--- src/pkg/serdes_rx_pkg.sv ---
// Shared constants, field layouts and types of the receiver channel control block
package serdes_rx_pkg;

    // Clock rate and documented or chosen times
    localparam int CLK_PERIOD_NS   = 8;
    localparam int LOCK_TIME_NS    = 4000;
    localparam int DETECT_TIME_NS  = 1000;
    localparam int POWER_SETTLE_NS = 200;

    // Least times round up to whole cycles
    localparam logic [15:0] LOCK_CYCLES   =
        16'((LOCK_TIME_NS + CLK_PERIOD_NS - 1) / CLK_PERIOD_NS);
    localparam logic [15:0] DETECT_CYCLES =
        16'((DETECT_TIME_NS + CLK_PERIOD_NS - 1) / CLK_PERIOD_NS);
    localparam logic [15:0] POWER_CYCLES  =
        16'((POWER_SETTLE_NS + CLK_PERIOD_NS - 1) / CLK_PERIOD_NS);

    // Register byte addresses
    localparam logic [3:0] CONFIG_ADDR = 4'h0;
    localparam logic [3:0] STATUS_ADDR = 4'h4;

    // Word aligner and phase-compensation FIFO
    localparam logic [3:0] SLIP_MAX   = 4'h9;
    localparam logic [2:0] FIFO_DEPTH = 3'h4;
    localparam logic [2:0] FIFO_RESET_LEVEL = 3'h2;

    // Two-stage synchroniser depth for asynchronous controls
    localparam int SYNC_STAGES = 2;

    typedef enum logic [1:0] {
        LOCK_AUTO = 2'b00,
        LOCK_REF  = 2'b01,
        LOCK_DATA = 2'b10
    } lock_mode_type;

    typedef enum logic {
        CDR_REF  = 1'b0,
        CDR_DATA = 1'b1
    } cdr_state_type;

    typedef enum logic [1:0] {
        POWER_P0  = 2'b00,
        POWER_P0S = 2'b01,
        POWER_P1  = 2'b10,
        POWER_P2  = 2'b11
    } power_type;

    typedef enum logic [1:0] {
        PHY_IDLE   = 2'b00,
        PHY_DETECT = 2'b01,
        PHY_POWER  = 2'b10
    } phy_state_type;

    // Software configuration, low bits of the config word
    typedef struct packed {
        logic [3:0] threshold;
        logic       readClkEnable;
        logic       manualAlign;
        logic       gigabitEthernetConfig;
        logic       pipeMode;
        logic       use8b10b;
    } config_type;

    localparam config_type CONFIG_RESET = 9'h100;

    // Channel state shown in the status word
    typedef struct packed {
        logic [3:0] alignerSlipCount;
        power_type  powerState;
        logic       receiverFound;
        logic       reverseLoopback;
        logic       signalDetect;
        logic       fifoError;
        logic       lockedToData;
    } status_type;

    // Asynchronous controls from the PIPE MAC or fabric
    typedef struct packed {
        logic       forceDataLock;
        logic       forceRefLock;
        logic       detectLoop;
        logic       forceElecIdle;
        logic       complianceDisparityForce;
        logic       decoderPolarityInvert;
        logic [1:0] powerDown;
    } pipe_ctrl_type;

    localparam int PIPE_CTRL_WIDTH = 8;

endpackage

--- src/verilog/serdes_rx_cdr_pipe_control.sv ---
// Receiver channel lock, status and PIPE control logic with Avalon-MM registers
//
// Decided for this implementation: the address map and register access over Avalon-MM.
`timescale 1ns/1ps

// Notes on behaviour
// - Optional FIFO read clock output offered
// - FIFO error high when full or empty
// - FIFO error synchronous to channel clock
// - Manual aligner reports slipped bits 0..9
// - Lock high in data lock, low reference
// - Force-data-lock wins, else reference input rules
// - Lock pair 00 auto, 01 reference, 1x data
// - Signal detect high above programmed threshold
// - Signal detect only basic-8b10b or PIPE
// - Recovered clock only in gigabit Ethernet
// - Detect in P1 with idle forced starts
// - Detect in P0 without idle gives loopback
// - Compliance force makes encoder use negative disparity
// - Polarity invert flips all ten decoder bits
// - Power codes P0, P0s, P1, P2
// - Completion pulses in the same cycle as the transition
module serdes_rx_cdr_pipe_control
    import serdes_rx_pkg::*;
(
    input  wire logic          clk,
    input  wire logic          reset_n,
    input  wire logic [3:0]    avs_address,
    input  wire logic          avs_read,
    input  wire logic          avs_write,
    input  wire logic [31:0]   avs_writedata,
    output logic      [31:0]   avs_readdata,
    output logic               avs_waitrequest,
    input  wire pipe_ctrl_type pipeCtrl,
    input  wire logic          fifoWrite,
    input  wire logic          fifoRead,
    input  wire logic          slipRequest,
    input  wire logic [3:0]    lineAmplitude,
    input  wire logic          refFreqOk,
    input  wire logic          farEndPresent,
    input  wire logic [9:0]    codeGroup,
    output logic               rxFifoReadClk,
    output logic               fifoError,
    output logic      [3:0]    alignerSlipCount,
    output logic               lockedToData,
    output logic               signalDetect,
    output logic               recoveredClk,
    output logic               reverseLoopback,
    output logic               encoderNegDisparity,
    output logic      [9:0]    decoderIn,
    output logic               phyDone,
    output logic               receiverFound,
    output power_type          powerState
);

    config_type    cfg;
    status_type    status;
    pipe_ctrl_type ctrl;
    logic          busAck;
    logic          detectLoopLast;
    logic          detectStart;
    lock_mode_type lockMode;
    cdr_state_type cdrState;
    logic [15:0]   lockTimer;
    logic          signalAbove;
    logic [2:0]    fifoLevel;
    logic [2:0]    next_fifoLevel;
    logic [3:0]    slipCount;
    phy_state_type phyState;
    logic [15:0]   phyTimer;
    power_type     powerTarget;

    // Asynchronous controls enter the channel clock domain
    sync_stage #(
        .WIDTH   (PIPE_CTRL_WIDTH)
    ) ctrlSync (
        .clk     (clk),
        .reset_n (reset_n),
        .asyncIn (pipeCtrl),
        .syncOut (ctrl)
    );

    // Avalon-MM slave: one wait state per access
    assign avs_waitrequest = (avs_read | avs_write) & ~busAck;

    always_ff @(posedge clk) begin
        if (!reset_n) begin
            busAck <= 1'b0;
        end else begin
            busAck <= (avs_read | avs_write) & ~busAck;
        end
    end

    always_ff @(posedge clk) begin
        if (!reset_n) begin
            cfg <= CONFIG_RESET;
        end else if (avs_write && busAck && avs_address == CONFIG_ADDR) begin
            cfg <= avs_writedata[$bits(config_type)-1:0];
        end
    end

    assign status = '{
        alignerSlipCount: alignerSlipCount,
        powerState:       powerState,
        receiverFound:    receiverFound,
        reverseLoopback:  reverseLoopback,
        signalDetect:     signalDetect,
        fifoError:        fifoError,
        lockedToData:     lockedToData
    };

    // Read data loaded on the same edge at which waitrequest drops
    always_ff @(posedge clk) begin
        if (!reset_n) begin
            avs_readdata <= 32'h0000_0000;
        end else if (avs_read && !busAck) begin
            case (avs_address)
                CONFIG_ADDR: begin
                    avs_readdata <= {{(32 - $bits(config_type)){1'b0}}, cfg};
                end
                STATUS_ADDR: begin
                    avs_readdata <= {{(32 - $bits(status_type)){1'b0}}, status};
                end
                default: begin
                    avs_readdata <= 32'h0000_0000;
                end
            endcase
        end
    end

    // Lock mode from the force pair; data lock dominates
    always_comb begin
        if (ctrl.forceDataLock) begin
            lockMode = LOCK_DATA;
        end else if (ctrl.forceRefLock) begin
            lockMode = LOCK_REF;
        end else begin
            lockMode = LOCK_AUTO;
        end
    end

    assign signalAbove = lineAmplitude > cfg.threshold;

    // Automatic mode waits out the lock time before trusting data
    always_ff @(posedge clk) begin
        if (!reset_n) begin
            cdrState  <= CDR_REF;
            lockTimer <= 16'h0000;
        end else begin
            case (lockMode)
                LOCK_DATA: begin
                    cdrState  <= CDR_DATA;
                    lockTimer <= 16'h0000;
                end
                LOCK_REF: begin
                    cdrState  <= CDR_REF;
                    lockTimer <= 16'h0000;
                end
                LOCK_AUTO: begin
                    if (cdrState == CDR_DATA) begin
                        if (!signalAbove) begin
                            cdrState <= CDR_REF;
                        end
                        lockTimer <= 16'h0000;
                    end else if (refFreqOk && signalAbove) begin
                        if (lockTimer >= LOCK_CYCLES - 16'h0001) begin
                            cdrState  <= CDR_DATA;
                            lockTimer <= 16'h0000;
                        end else begin
                            lockTimer <= lockTimer + 16'h0001;
                        end
                    end else begin
                        lockTimer <= 16'h0000;
                    end
                end
                default: begin
                    cdrState  <= CDR_REF;
                    lockTimer <= 16'h0000;
                end
            endcase
        end
    end

    always_ff @(posedge clk) begin
        if (!reset_n) begin
            lockedToData <= 1'b0;
        end else begin
            lockedToData <= (cdrState == CDR_DATA);
        end
    end

    // Detect output hidden in modes that do not carry it
    always_ff @(posedge clk) begin
        if (!reset_n) begin
            signalDetect <= 1'b0;
        end else begin
            signalDetect <= signalAbove
                          & ((cfg.use8b10b & ~cfg.pipeMode & ~cfg.gigabitEthernetConfig)
                          | cfg.pipeMode);
        end
    end

    // Divided clock stands in for the recovered and read clocks
    always_ff @(posedge clk) begin
        if (!reset_n) begin
            recoveredClk <= 1'b0;
        end else if (cfg.gigabitEthernetConfig && cdrState == CDR_DATA) begin
            recoveredClk <= ~recoveredClk;
        end else begin
            recoveredClk <= 1'b0;
        end
    end

    always_ff @(posedge clk) begin
        if (!reset_n) begin
            rxFifoReadClk <= 1'b0;
        end else if (cfg.readClkEnable) begin
            rxFifoReadClk <= ~rxFifoReadClk;
        end else begin
            rxFifoReadClk <= 1'b0;
        end
    end

    // Phase-compensation FIFO fill level; overflow and underflow are refused
    always_comb begin
        next_fifoLevel = fifoLevel;
        if (fifoWrite && !fifoRead && fifoLevel != FIFO_DEPTH) begin
            next_fifoLevel = fifoLevel + 3'h1;
        end else if (fifoRead && !fifoWrite && fifoLevel != 3'h0) begin
            next_fifoLevel = fifoLevel - 3'h1;
        end
    end

    always_ff @(posedge clk) begin
        if (!reset_n) begin
            fifoLevel <= FIFO_RESET_LEVEL;
            fifoError <= 1'b0;
        end else begin
            fifoLevel <= next_fifoLevel;
            fifoError <= (next_fifoLevel == FIFO_DEPTH)
                       | (next_fifoLevel == 3'h0);
        end
    end

    // Slip counter wraps after nine; reads zero outside manual alignment
    always_ff @(posedge clk) begin
        if (!reset_n) begin
            slipCount <= 4'h0;
        end else if (!cfg.manualAlign) begin
            slipCount <= 4'h0;
        end else if (slipRequest) begin
            slipCount <= (slipCount == SLIP_MAX) ? 4'h0 : slipCount + 4'h1;
        end
    end

    always_ff @(posedge clk) begin
        if (!reset_n) begin
            alignerSlipCount <= 4'h0;
        end else begin
            alignerSlipCount <= cfg.manualAlign ? slipCount : 4'h0;
        end
    end

    // Encoder disparity force and decoder inversion, registered
    always_ff @(posedge clk) begin
        if (!reset_n) begin
            encoderNegDisparity <= 1'b0;
        end else begin
            encoderNegDisparity <= ctrl.complianceDisparityForce;
        end
    end

    always_ff @(posedge clk) begin
        if (!reset_n) begin
            decoderIn <= 10'h000;
        end else begin
            decoderIn <= ctrl.decoderPolarityInvert ? ~codeGroup : codeGroup;
        end
    end

    // A held detect level starts only one detection
    always_ff @(posedge clk) begin
        if (!reset_n) begin
            detectLoopLast <= 1'b0;
        end else begin
            detectLoopLast <= ctrl.detectLoop;
        end
    end

    assign detectStart = ctrl.detectLoop & ~detectLoopLast
                       & (powerState == POWER_P1) & ctrl.forceElecIdle;

    // PHY sequencer: detection first, then power changes
    always_ff @(posedge clk) begin
        if (!reset_n) begin
            phyState      <= PHY_IDLE;
            phyTimer      <= 16'h0000;
            powerTarget   <= POWER_P0;
            powerState    <= POWER_P0;
            receiverFound <= 1'b0;
            phyDone       <= 1'b0;
        end else begin
            phyDone <= 1'b0;
            case (phyState)
                PHY_IDLE: begin
                    phyTimer <= 16'h0000;
                    if (cfg.pipeMode && detectStart) begin
                        phyState <= PHY_DETECT;
                    end else if (ctrl.powerDown != powerState) begin
                        powerTarget <= power_type'(ctrl.powerDown);
                        phyState    <= PHY_POWER;
                    end
                end
                PHY_DETECT: begin
                    if (phyTimer >= DETECT_CYCLES - 16'h0001) begin
                        receiverFound <= farEndPresent;
                        phyDone       <= 1'b1;
                        phyState      <= PHY_IDLE;
                    end else begin
                        phyTimer <= phyTimer + 16'h0001;
                    end
                end
                PHY_POWER: begin
                    if (phyTimer >= POWER_CYCLES - 16'h0001) begin
                        powerState <= powerTarget;
                        phyDone    <= 1'b1;
                        phyState   <= PHY_IDLE;
                    end else begin
                        phyTimer <= phyTimer + 16'h0001;
                    end
                end
                default: begin
                    phyState <= PHY_IDLE;
                end
            endcase
        end
    end

    // Loopback follows the level, so dropping detect leaves it at once
    always_ff @(posedge clk) begin
        if (!reset_n) begin
            reverseLoopback <= 1'b0;
        end else begin
            reverseLoopback <= cfg.pipeMode & ctrl.detectLoop
                             & (powerState == POWER_P0) & ~ctrl.forceElecIdle;
        end
    end

endmodule // serdes_rx_cdr_pipe_control

--- src/verilog/sync_stage.sv ---
// Two-flop synchroniser for a group of asynchronous levels
`timescale 1ns/1ps
module sync_stage #(
    parameter int WIDTH = 1
) (
    input  wire logic             clk,
    input  wire logic             reset_n,
    input  wire logic [WIDTH-1:0] asyncIn,
    output logic      [WIDTH-1:0] syncOut
);

    logic [WIDTH-1:0] firstStage;

    // First stage feeds only the second stage
    always_ff @(posedge clk) begin
        if (!reset_n) begin
            firstStage <= '0;
            syncOut    <= '0;
        end else begin
            firstStage <= asyncIn;
            syncOut    <= firstStage;
        end
    end

endmodule // sync_stage
--- config.mk ---
export PLATFORM = sky130hd
export DESIGN_NAME = serdes_rx_cdr_pipe_control
export DESIGN_NICKNAME = d
export VERILOG_FILES = /design/src/pkg/serdes_rx_pkg.sv /design/src/verilog/serdes_rx_cdr_pipe_control.sv /design/src/verilog/sync_stage.sv
export SDC_FILE = /design/constraint.sdc
export NUM_CORES = 1
export LEC_CHECK = 0
export ABC_AREA = 1
export BUFFER_PORTS_ARGS = -buffer_cell sky130_fd_sc_hd__buf_4
export CELL_PAD_IN_SITES_DETAIL_PLACEMENT = 0
export CELL_PAD_IN_SITES_GLOBAL_PLACEMENT = 2
export CORE_ASPECT_RATIO = 1.5
export CORE_MARGIN = 1.5
export CORE_UTILIZATION = 32
export DETAILED_ROUTE_END_ITERATION = 8
export PLACE_DENSITY_LB_ADDON = 0.05
export SLEW_MARGIN = 30
export SYNTH_ARGS = -nofsm -noshare
export SYNTH_HDL_FRONTEND = slang
export SYNTH_SLANG_ARGS = --single-unit
--- constraint.sdc ---
create_clock -name clk -period 2.1 [get_ports clk]
set_input_delay 0 -clock clk [delete_from_list [all_inputs] [get_ports clk]]
set_output_delay 0 -clock clk [all_outputs]
set_load 0.02 [all_outputs]
## After elaboration in Yosys (flattened, before gate mapping)

Cells that the tools add are included.
W data, S select, Z words.

| word-level totals | value |
|---|---|
| input port bits | 67 |
| output and inout bits | 58 |
| memories | 0 |
| bits in latches | 0 |
| bits in writable memories | 0 |
| logic and storage cells | 130 |
| bits in registers | 128 |
| memory bits (read-only) | 0 |

| operators by class | value |
|---|---|
| equality and inequality tests | 14 |
| $mul | 0 |
| divide/modulo/power cells | 0 |
| bitwise operators | 25 |
| $add $sub $neg | 5 |
| reduce and logical (&&, ||, !) cells | 29 |
| shift operators | 0 |
| multiplexer cells | 23 |
| magnitude comparators | 4 |

Operators with widths:

| cell | count |
|---|---|
| $pmux W16 S3 | 1 |
| $add A16 B1 Y16 const B | 2 |
| $mux W16 | 2 |
| $pmux W11 S2 | 1 |
| $ge A16 B5 Y1 const B | 1 |
| $ge A16 B7 Y1 const B | 1 |
| $ge A16 B9 Y1 const B | 1 |
| $not A1 Y1 | 11 |
| $and A1 B1 Y1 | 10 |
| $logic_and A1 B1 Y1 | 10 |
| $mux W10 | 1 |
| $mux W2 | 5 |
| $not A10 Y10 | 1 |
| $reduce_and A2 Y1 | 5 |
| $reduce_and A3 Y1 | 3 |
| $ne A2 B2 Y1 const B | 4 |
| $mux W1 | 7 |
| $eq A2 B2 Y1 const B | 3 |
| $logic_not A2 Y1 | 3 |
| $mux W3 | 2 |
| $ne A3 B3 Y1 const B | 2 |
| $pmux W2 S3 | 1 |
| $reduce_bool A3 Y1 | 2 |
| $reduce_or A5 Y1 | 1 |
| other kinds (15) | 20 |

## Longest topological paths before layout

Gate-level depths: netlist of run 1.

| depth | value |
|---|---|
| word-level depth | 7 |
| gate-level depth with buffers | 10 |
| depth with buffers taken out | 9 |

## By module

A second synthesis of run 1 with hierarchy kept.

| second synthesis, totals | value |
|---|---|
| cells, all modules | 644 |
| area total of the unflattened synthesis | 4852.2 µm² |

Modules (own cells, without submodules):

| module | instances | area an instance (µm²) | seq. area each (µm²) | cells each |
|---|---|---|---|---|
| serdes_rx_cdr_pipe_control | 1 | 4367.9 | 1821.7 | 594 |
| sync_stage | 1 | 484.2 | 320.3 | 50 |

## Worst setup path before layout of run 1

Ideal clock, no wire load.

| timing | value |
|---|---|
| path kind | register -> register |
| from | register phyState[0] |
| to | register phyTimer[7] |
| stages on the path, launching flop included | 8 |
| data required time | 1.967 ns |
| arrival time | 1.296 ns |
| period minus slack after synthesis | 1.429 ns |
| library setup time | 0.133 ns |
| path buffers | 1 |
| setup slack | 0.671 ns |
| cell sequence | dfxtp_1 > inv_1 > ha_1 > inv_1 > clkbuf_1 > nor2_1 > nand3_1 > a21oi_2 |

| between the ends | value |
|---|---|
| longest elaborated chain between the ends | 3 |
| elaborated cells between the ends (all ways) | 8 |
| those cells by class | eq/ne (4); mux (1); reduce/logical (3) |

RTL lines:

| what | line | source |
|---|---|---|
| from (decl) | serdes_rx_cdr_pipe_control.sv:69 | `phy_state_type phyState;` |
| from (signal assigned) | serdes_rx_cdr_pipe_control.sv:296 | `phyState <= PHY_IDLE;` |
| from (signal assigned) | serdes_rx_cdr_pipe_control.sv:308 | `phyState <= PHY_DETECT;` |
| from (signal assigned) | serdes_rx_cdr_pipe_control.sv:311 | `phyState <= PHY_POWER;` |
| $eq A2 B2 Y1 (tied with other cells) | serdes_rx_cdr_pipe_control.sv:304 | `case (phyState)` |
| $ne A2 B2 Y1 (no source line) / $reduce_bool A3 Y1 (equally long branches) | n/a |  |
| $reduce_and A3 Y1 (no source line) | n/a |  |
| to (signal assigned) | serdes_rx_cdr_pipe_control.sv:320 | `phyTimer <= phyTimer + 16'h0001;` |
| to (signal assigned) | serdes_rx_cdr_pipe_control.sv:329 | `phyTimer <= phyTimer + 16'h0001;` |
| to (decl) | serdes_rx_cdr_pipe_control.sv:70 | `logic [15:0] phyTimer;` |

Several ways; a longest one is shown, not always the timed one.
A chain may end at the register's enable or synchronous reset.

## Final worst setup path of run 1

| timing | value |
|---|---|
| from | register phyTimer[8] |
| to | register phyTimer[1] |

| between the ends | value |
|---|---|
| longest elaborated chain between the ends | 3 |
| elaborated cells between the ends (all ways) | 5 |
| those cells by class | order compare (2); eq/ne (2); reduce/logical (1) |

RTL lines:

| what | line |
|---|---|
| $ge A16 B5 Y1 / $ge A16 B7 Y1 (equally long branches) | serdes_rx_cdr_pipe_control.sv:324, serdes_rx_cdr_pipe_control.sv:315 |
| $ne A2 B2 Y1 (no source line) | n/a |
| $reduce_and A3 Y1 (no source line) * | n/a |

Every way passes the cells marked *; elsewhere a longest branch is shown, timed or not.

==> results_dict.tcl, run 1 <==
set metrics [dict create \
    numPortBuffers 80 \
    ios 125 \
    hold_depth 4 \
    place_congestion 0.813 \
    area_delta_synth_final_pct 29.3 \
    clk_latency_ns 0.36 \
    cts_tree "built" \
    avgSynthCellArea_um2 7.49 \
    yosysUniqueCellTypes 33 \
    synthCells 651 \
    synth_top_family_by_area "simple AND/OR/NAND/NOR gates" \
    layout_commonest_cell "nand2_1" \
    setup_tns_ns 0 \
    yosysSeqAreaShare 0.440 \
    postCtsSetupBuffers 0 \
    skew_ns 0.0120 \
    async_flop_share 0 \
    max-cap-violations 0 \
    ant_nets 0 \
    dieWidth_um 104 \
    reg2reg_from "phyTimer[8]" \
    drt_drc_violations_left 0 \
    avgRoutedWirePerCell_um 12.3 \
    nets 855 \
    ff_latch_area_um2 2140 \
    crit_type "reg2reg" \
    cts.sinks 107 \
    vias_per_cell 4.35 \
    multiInputGateArea_um2 2270 \
    hold_ws_ns 0.0433 \
    p_leak_nw 2.89 \
    p_per_area_nw_per_um2 728 \
    grt_pass1_vias 4133 \
    drt_first_pass_iters 4 \
    cts_buffers 9 \
    holdPathEnd "fifoLevel[1]" \
    ys_ff_latch 107 \
    drive_gt1_frac 0.178 \
    grt-ovfl-total 0 \
    syn-cell-area_um2 4870 \
    routed_wl_um 12000 \
    mostFrequentLayoutCells "121 x nand2_1, 107 x dfxtp_1, 102 x nor2_1" \
    min_from "fifoRead" \
    status "finished clean" \
    synth_compound_area_frac 0.111 \
    max_freq_ghz 0.573 \
    yosys.area_share.simple 0.262 \
    ys.flop_type "dfxtp_1" \
    fin_crit_ns 1.74 \
    tightest_slew_ns 0.606 \
    rows 55 \
    core_area_um2 15000 \
    worstRegToRegCells 9 \
    muxShareOfSynthArea 0 \
    htreeDepth 3 \
    ys_warn_count 0 \
    diodes 0 \
    antenna_found_initial 0 \
    startpoint_type "flop" \
    grt_pass1_wl_um 19600 \
    crit_fanout 17 \
    cts_max_path_buffers 2 \
    synth_xor_area_frac 0.0341 \
    grt_use_total 0.155 \
    synthAdderAreaFrac 0.0359 \
    grt_max_degree 37 \
    hold_viol_final 0 \
    final_min_period_over_clock_period 0.831 \
    dieArea_um2 16000 \
    synth_edf_count 0 \
    fillers 1646 \
    slew_violations 0 \
    hp-class "in2reg" \
    r2r_slack_ns 0.36 \
    dr.first_iter.drc_count 117 \
    die_h_um 154 \
    clockRootBuffer "clkbuf_16" \
    setup_viol 0 \
    rsz0062_at_grt "false" \
    dp_hpwl_um 8920 \
    cp_data_required_time_ns 2.39 \
    vias 4250 \
    end_kind "flop" \
    reg2reg_to "phyTimer[1]" \
    arrival_ns 2.04 \
    slew_headroom 0.595 \
    clk_pin_slew_ns 0.08 \
    vdd_drop_max_uv 401 \
    utilization 0.420 \
    initial_core_util 0.325 \
]
-- final cells by class --
type | instances | area share
clock inverter | 7 | 0.0145
tap | 199 | 0.0395
inverter | 87 | 0.0518
timing repair buffer | 122 | 0.158
sequential | 107 | 0.340
multi-input combinational | 447 | 0.360
clock buffer | 9 | 0.0357
-- stage by stage --
step | worst slack [ns] | power [W] | instances | area [um2]
2_1_floorplan | 0.671 | 0.00264 | 678 | 4970
3_5_place_dp | 0.332 | 0.00286 | 929 | 5650
3_3_place_gp | 0.353 | 0.00286 | 929 | 5650
6_report | 0.355 | 0.00459 | 978 | 6300
4_1_cts | 0.299 | 0.00468 | 978 | 6300
5_1_grt | 0.205 | 0.00484 | 978 | 6300
-- synthesized netlist by cell type, drive strengths merged, types with 2 or more instances --
| cell type | n | area share |
|---|---|---|
| buf | 32 | 0.045 |
| o21ai | 36 | 0.037 |
| nand4 | 9 | 0.012 |
| ha | 14 | 0.036 |
| nand3 | 28 | 0.033 |
| inv | 87 | 0.067 |
| nand2 | 136 | 0.12 |
| o21bai | 6 | 0.0092 |
| o211ai | 2 | 0.0031 |
| or2 | 2 | 0.0026 |
| a21oi | 43 | 0.052 |
| dfxtp | 107 | 0.44 |
| nor2 | 104 | 0.085 |
| o221ai | 4 | 0.0072 |
| clkbuf | 5 | 0.0041 |
| nor3 | 14 | 0.014 |
| xor2 | 7 | 0.013 |
| xnor2 | 12 | 0.022 |
-- sequential cells by signal, summed over array words and instances (netlist names), 2 cells and up --
name and cells:
avs_readdata 11, powerState 2, alignerSlipCount 4, ctrlSync.syncOut 8
cfg 9, phyState 2, lockTimer 16, powerTarget 2
decoderIn 10, ctrlSync.firstStage 8, phyTimer 16, fifoLevel 3
slipCount 4
-- logic make-up (layout without fill, tap and decap cells) --
family	Yosys count	after routing
and+or+nand+nor	293	293
buffers and inverters	124	225
DFF	107	107
AOI/OAI and AO/OA	93	93
xor gates and xnor gates	19	19
adders and majority gates	14	14
other	1	28
-- metal layers --
metal  track usage  part of all wire
met1         0.158              0.41
met2         0.311              0.55
met3        0.0288             0.025
met4        0.0556             0.016
met5             0                 0
-- what timing repair did --
action / in CTS / in global routing
hold endpoints to repair: 43 / 0
hold buffers: 33 / 0
resized for setup: 0 / 0
-- critical path, stage by stage, from the launching register on --
cell and delay [ns]:
dfxtp_1 0.40, inv_1 0.13, nand2_1 0.07, nor2_1 0.20
nand3_2 0.12, nand2_4 0.17, nand3_4 0.28, nand2_1 0.14
inv_1 0.05, a21oi_1 0.11
-- report_power, final --
part	switching (W)	internal, W
logic	0.000403	0.000276
clock network	0.000877	0.000860
registers	0.0000541	0.00212
total	0.00133	0.00325
-- worst max-delay path by stage --
stage | startpoint | end | cells past startpoint
3_3_place_gp | phyTimer[8] | phyTimer[0] | 8
2_1_floorplan | phyState[0] | phyTimer[7] | 7
6_report | phyTimer[8] | phyTimer[1] | 9
4_1_cts | phyTimer[8] | phyTimer[1] | 9
3_5_place_dp | phyTimer[8] | phyTimer[1] | 9
5_1_grt | phyTimer[8] | phyTimer[0] | 9
Note: power is estimated with default switching activity, not from simulation.
==> run 2, diff against run 1 <==
- CORE_UTILIZATION: 32 -> 26
- clock period: 2.1 -> 1.5 ns (I/O delays scaled with it)
==> results_dict.tcl, run 2 (synthesis gave the netlist of run 1 again) <==
set metrics [dict create \
    startpoint_type "flop" \
    end_kind "flop" \
    fin_crit_ns 1.44 \
    cp_data_required_time_ns 1.79 \
    grt_use_met1 0.153 \
    dr.first_iter.drc_count 104 \
    dp_hpwl_um 10300 \
    grt_max_degree 30 \
    cts_buffers 9 \
    grt-ovfl-total 0 \
    reg2reg_from "phyTimer[9]" \
    grt.busiest_layer "met2" \
    ant_nets 0 \
    final_min_period_over_clock_period 0.957 \
    skew_ns 0.0105 \
    hp-class "in2reg" \
    crit_type "reg2reg" \
    place_congestion 0.759 \
    antenna_found_initial 0 \
    cts_max_path_buffers 2 \
    tightest_slew_ns 0.532 \
    max_freq_ghz 0.697 \
    drt_drc_violations_left 0 \
    clk_pin_slew_ns 0.08 \
    p_per_area_nw_per_um2 932 \
    dieWidth_um 115 \
    numPortBuffers 80 \
    cts.sinks 107 \
    drt_first_pass_iters 4 \
    fillers 2014 \
    p_leak_nw 3.21 \
    slew_headroom 0.645 \
    setup_viol 0 \
    cts_tree "built" \
    clk_latency_ns 0.35 \
    arrival_ns 1.73 \
    diodes 0 \
    largestRegisters "lockTimer x16, phyTimer x16, avs_readdata x11" \
    slew_violations 0 \
    rows 61 \
    status "finished clean" \
    hold_viol_final 0 \
    dpl-instance-area_um2 6110 \
    grt_pass1_vias 4429 \
    layout_commonest_cell "buf_4" \
    clockRootBuffer "clkbuf_16" \
    area_delta_synth_final_pct 44.5 \
    gr-usage-met2 0.269 \
    routed_wl_um 13300 \
    avgRoutedWirePerCell_um 12.3 \
    min_from "fifoRead" \
    rsz0062_at_grt "true" \
    grt_pass1_wl_um 21600 \
    nets 908 \
    startpoint "phyTimer[9]" \
    vias 4461 \
    gr-usage-met3 0.0276 \
    drive_gt1_frac 0.310 \
    core_area_um2 18500 \
    setup_tns_ns 0 \
    grt_use_total 0.144 \
    vias_per_cell 4.12 \
    max-cap-violations 0 \
    die_h_um 171 \
    vdd_drop_max_uv 450 \
    r2r_slack_ns 0.06 \
    initial_core_util 0.264 \
    crit_fanout 3 \
    dieArea_um2 19600 \
    mostFrequentLayoutCells "133 x buf_4, 107 x nand2_1, 92 x dfxtp_1" \
    fin_area_um2 7040 \
    ios 125 \
    htreeDepth 3 \
]
[run 2: changes by cell type in the layout (fill, tap and decap cells not counted), sizes merged]
cell         change
buf             +51
clkinv           -2
inv              +2
dlygate4sd3      +1
nand3            +1
[run 2: worst paths after layout]
check	end	depth (start not counted)
max	phyTimer[10]	10
min	fifoLevel[1]	4
max reg2reg	phyTimer[10]	10
min reg2reg	ctrlSync.syncOut[2]	2
[run 2: critical path: stages, from the launching register on]
cell      delay (ns)
dfxtp_2         0.34
buf_6           0.11
nand2_4         0.06
nor2_4          0.18
buf_6           0.12
nand2_2         0.04
o21bai_1        0.11
nand2_1         0.08
nor2_2          0.15
nand2_1         0.08
a21oi_2         0.11
[run 2: layer usage]
| metal | share of wire | wire length (um) |
|---|---|---|
| met5 | 0 | 0 |
| met4 | 0.025 | 335 |
| met3 | 0.029 | 381 |
| met2 | 0.55 | 7370 |
| met1 | 0.39 | 5260 |
[run 2: final cells by class]
type	instances	area, um2	share of cell area
multi-input cells	448	2500	0.355
flip-flops and latches	107	2170	0.308
repair buffers	174	1430	0.202
inverters	87	329	0.0467
well taps	252	315	0.0448
clock buffers	9	225	0.0320
clock inverters	7	76.3	0.0108
[run 2: repair_timing]
item | in CTS | in global routing
hold buffers | 34 | 0
resized for setup | 21 | 71
gates cloned | 1 | 0
pin swaps | 7 | 11
endpoints found under the hold margin | 42 | 0
endpoints found under the setup margin | 21 | 31
setup buffers | 0 | 1
[run 2: through the flow]
stage / setup slack [ns] / power [W] / instances / utilization / hold slack [ns]
6_report: 0.0645 / 0.00656 / 1084 / 0.381 / 0.0483
5_1_grt: -0.0339 / 0.00696 / 1084 / 0.381 / 0.0855
4_1_cts: -0.0675 / 0.00668 / 1083 / 0.370 / 0.0386
3_5_place_dp: -0.295 / 0.00414 / 1032 / 0.331 / 0.189
3_3_place_gp: -0.305 / 0.00413 / 1032 / 0.331 / 0.183
2_1_floorplan: 0.0709 / 0.00370 / 678 / - / 0.0976
[run 2: power breakdown]
part	total (W)	internal, W	switching [W]
clock	0.00239	0.00119	0.00120
combinational	0.00115	0.000499	0.000648
sequential	0.00303	0.00296	0.0000650
total	0.00656	0.00465	0.00191
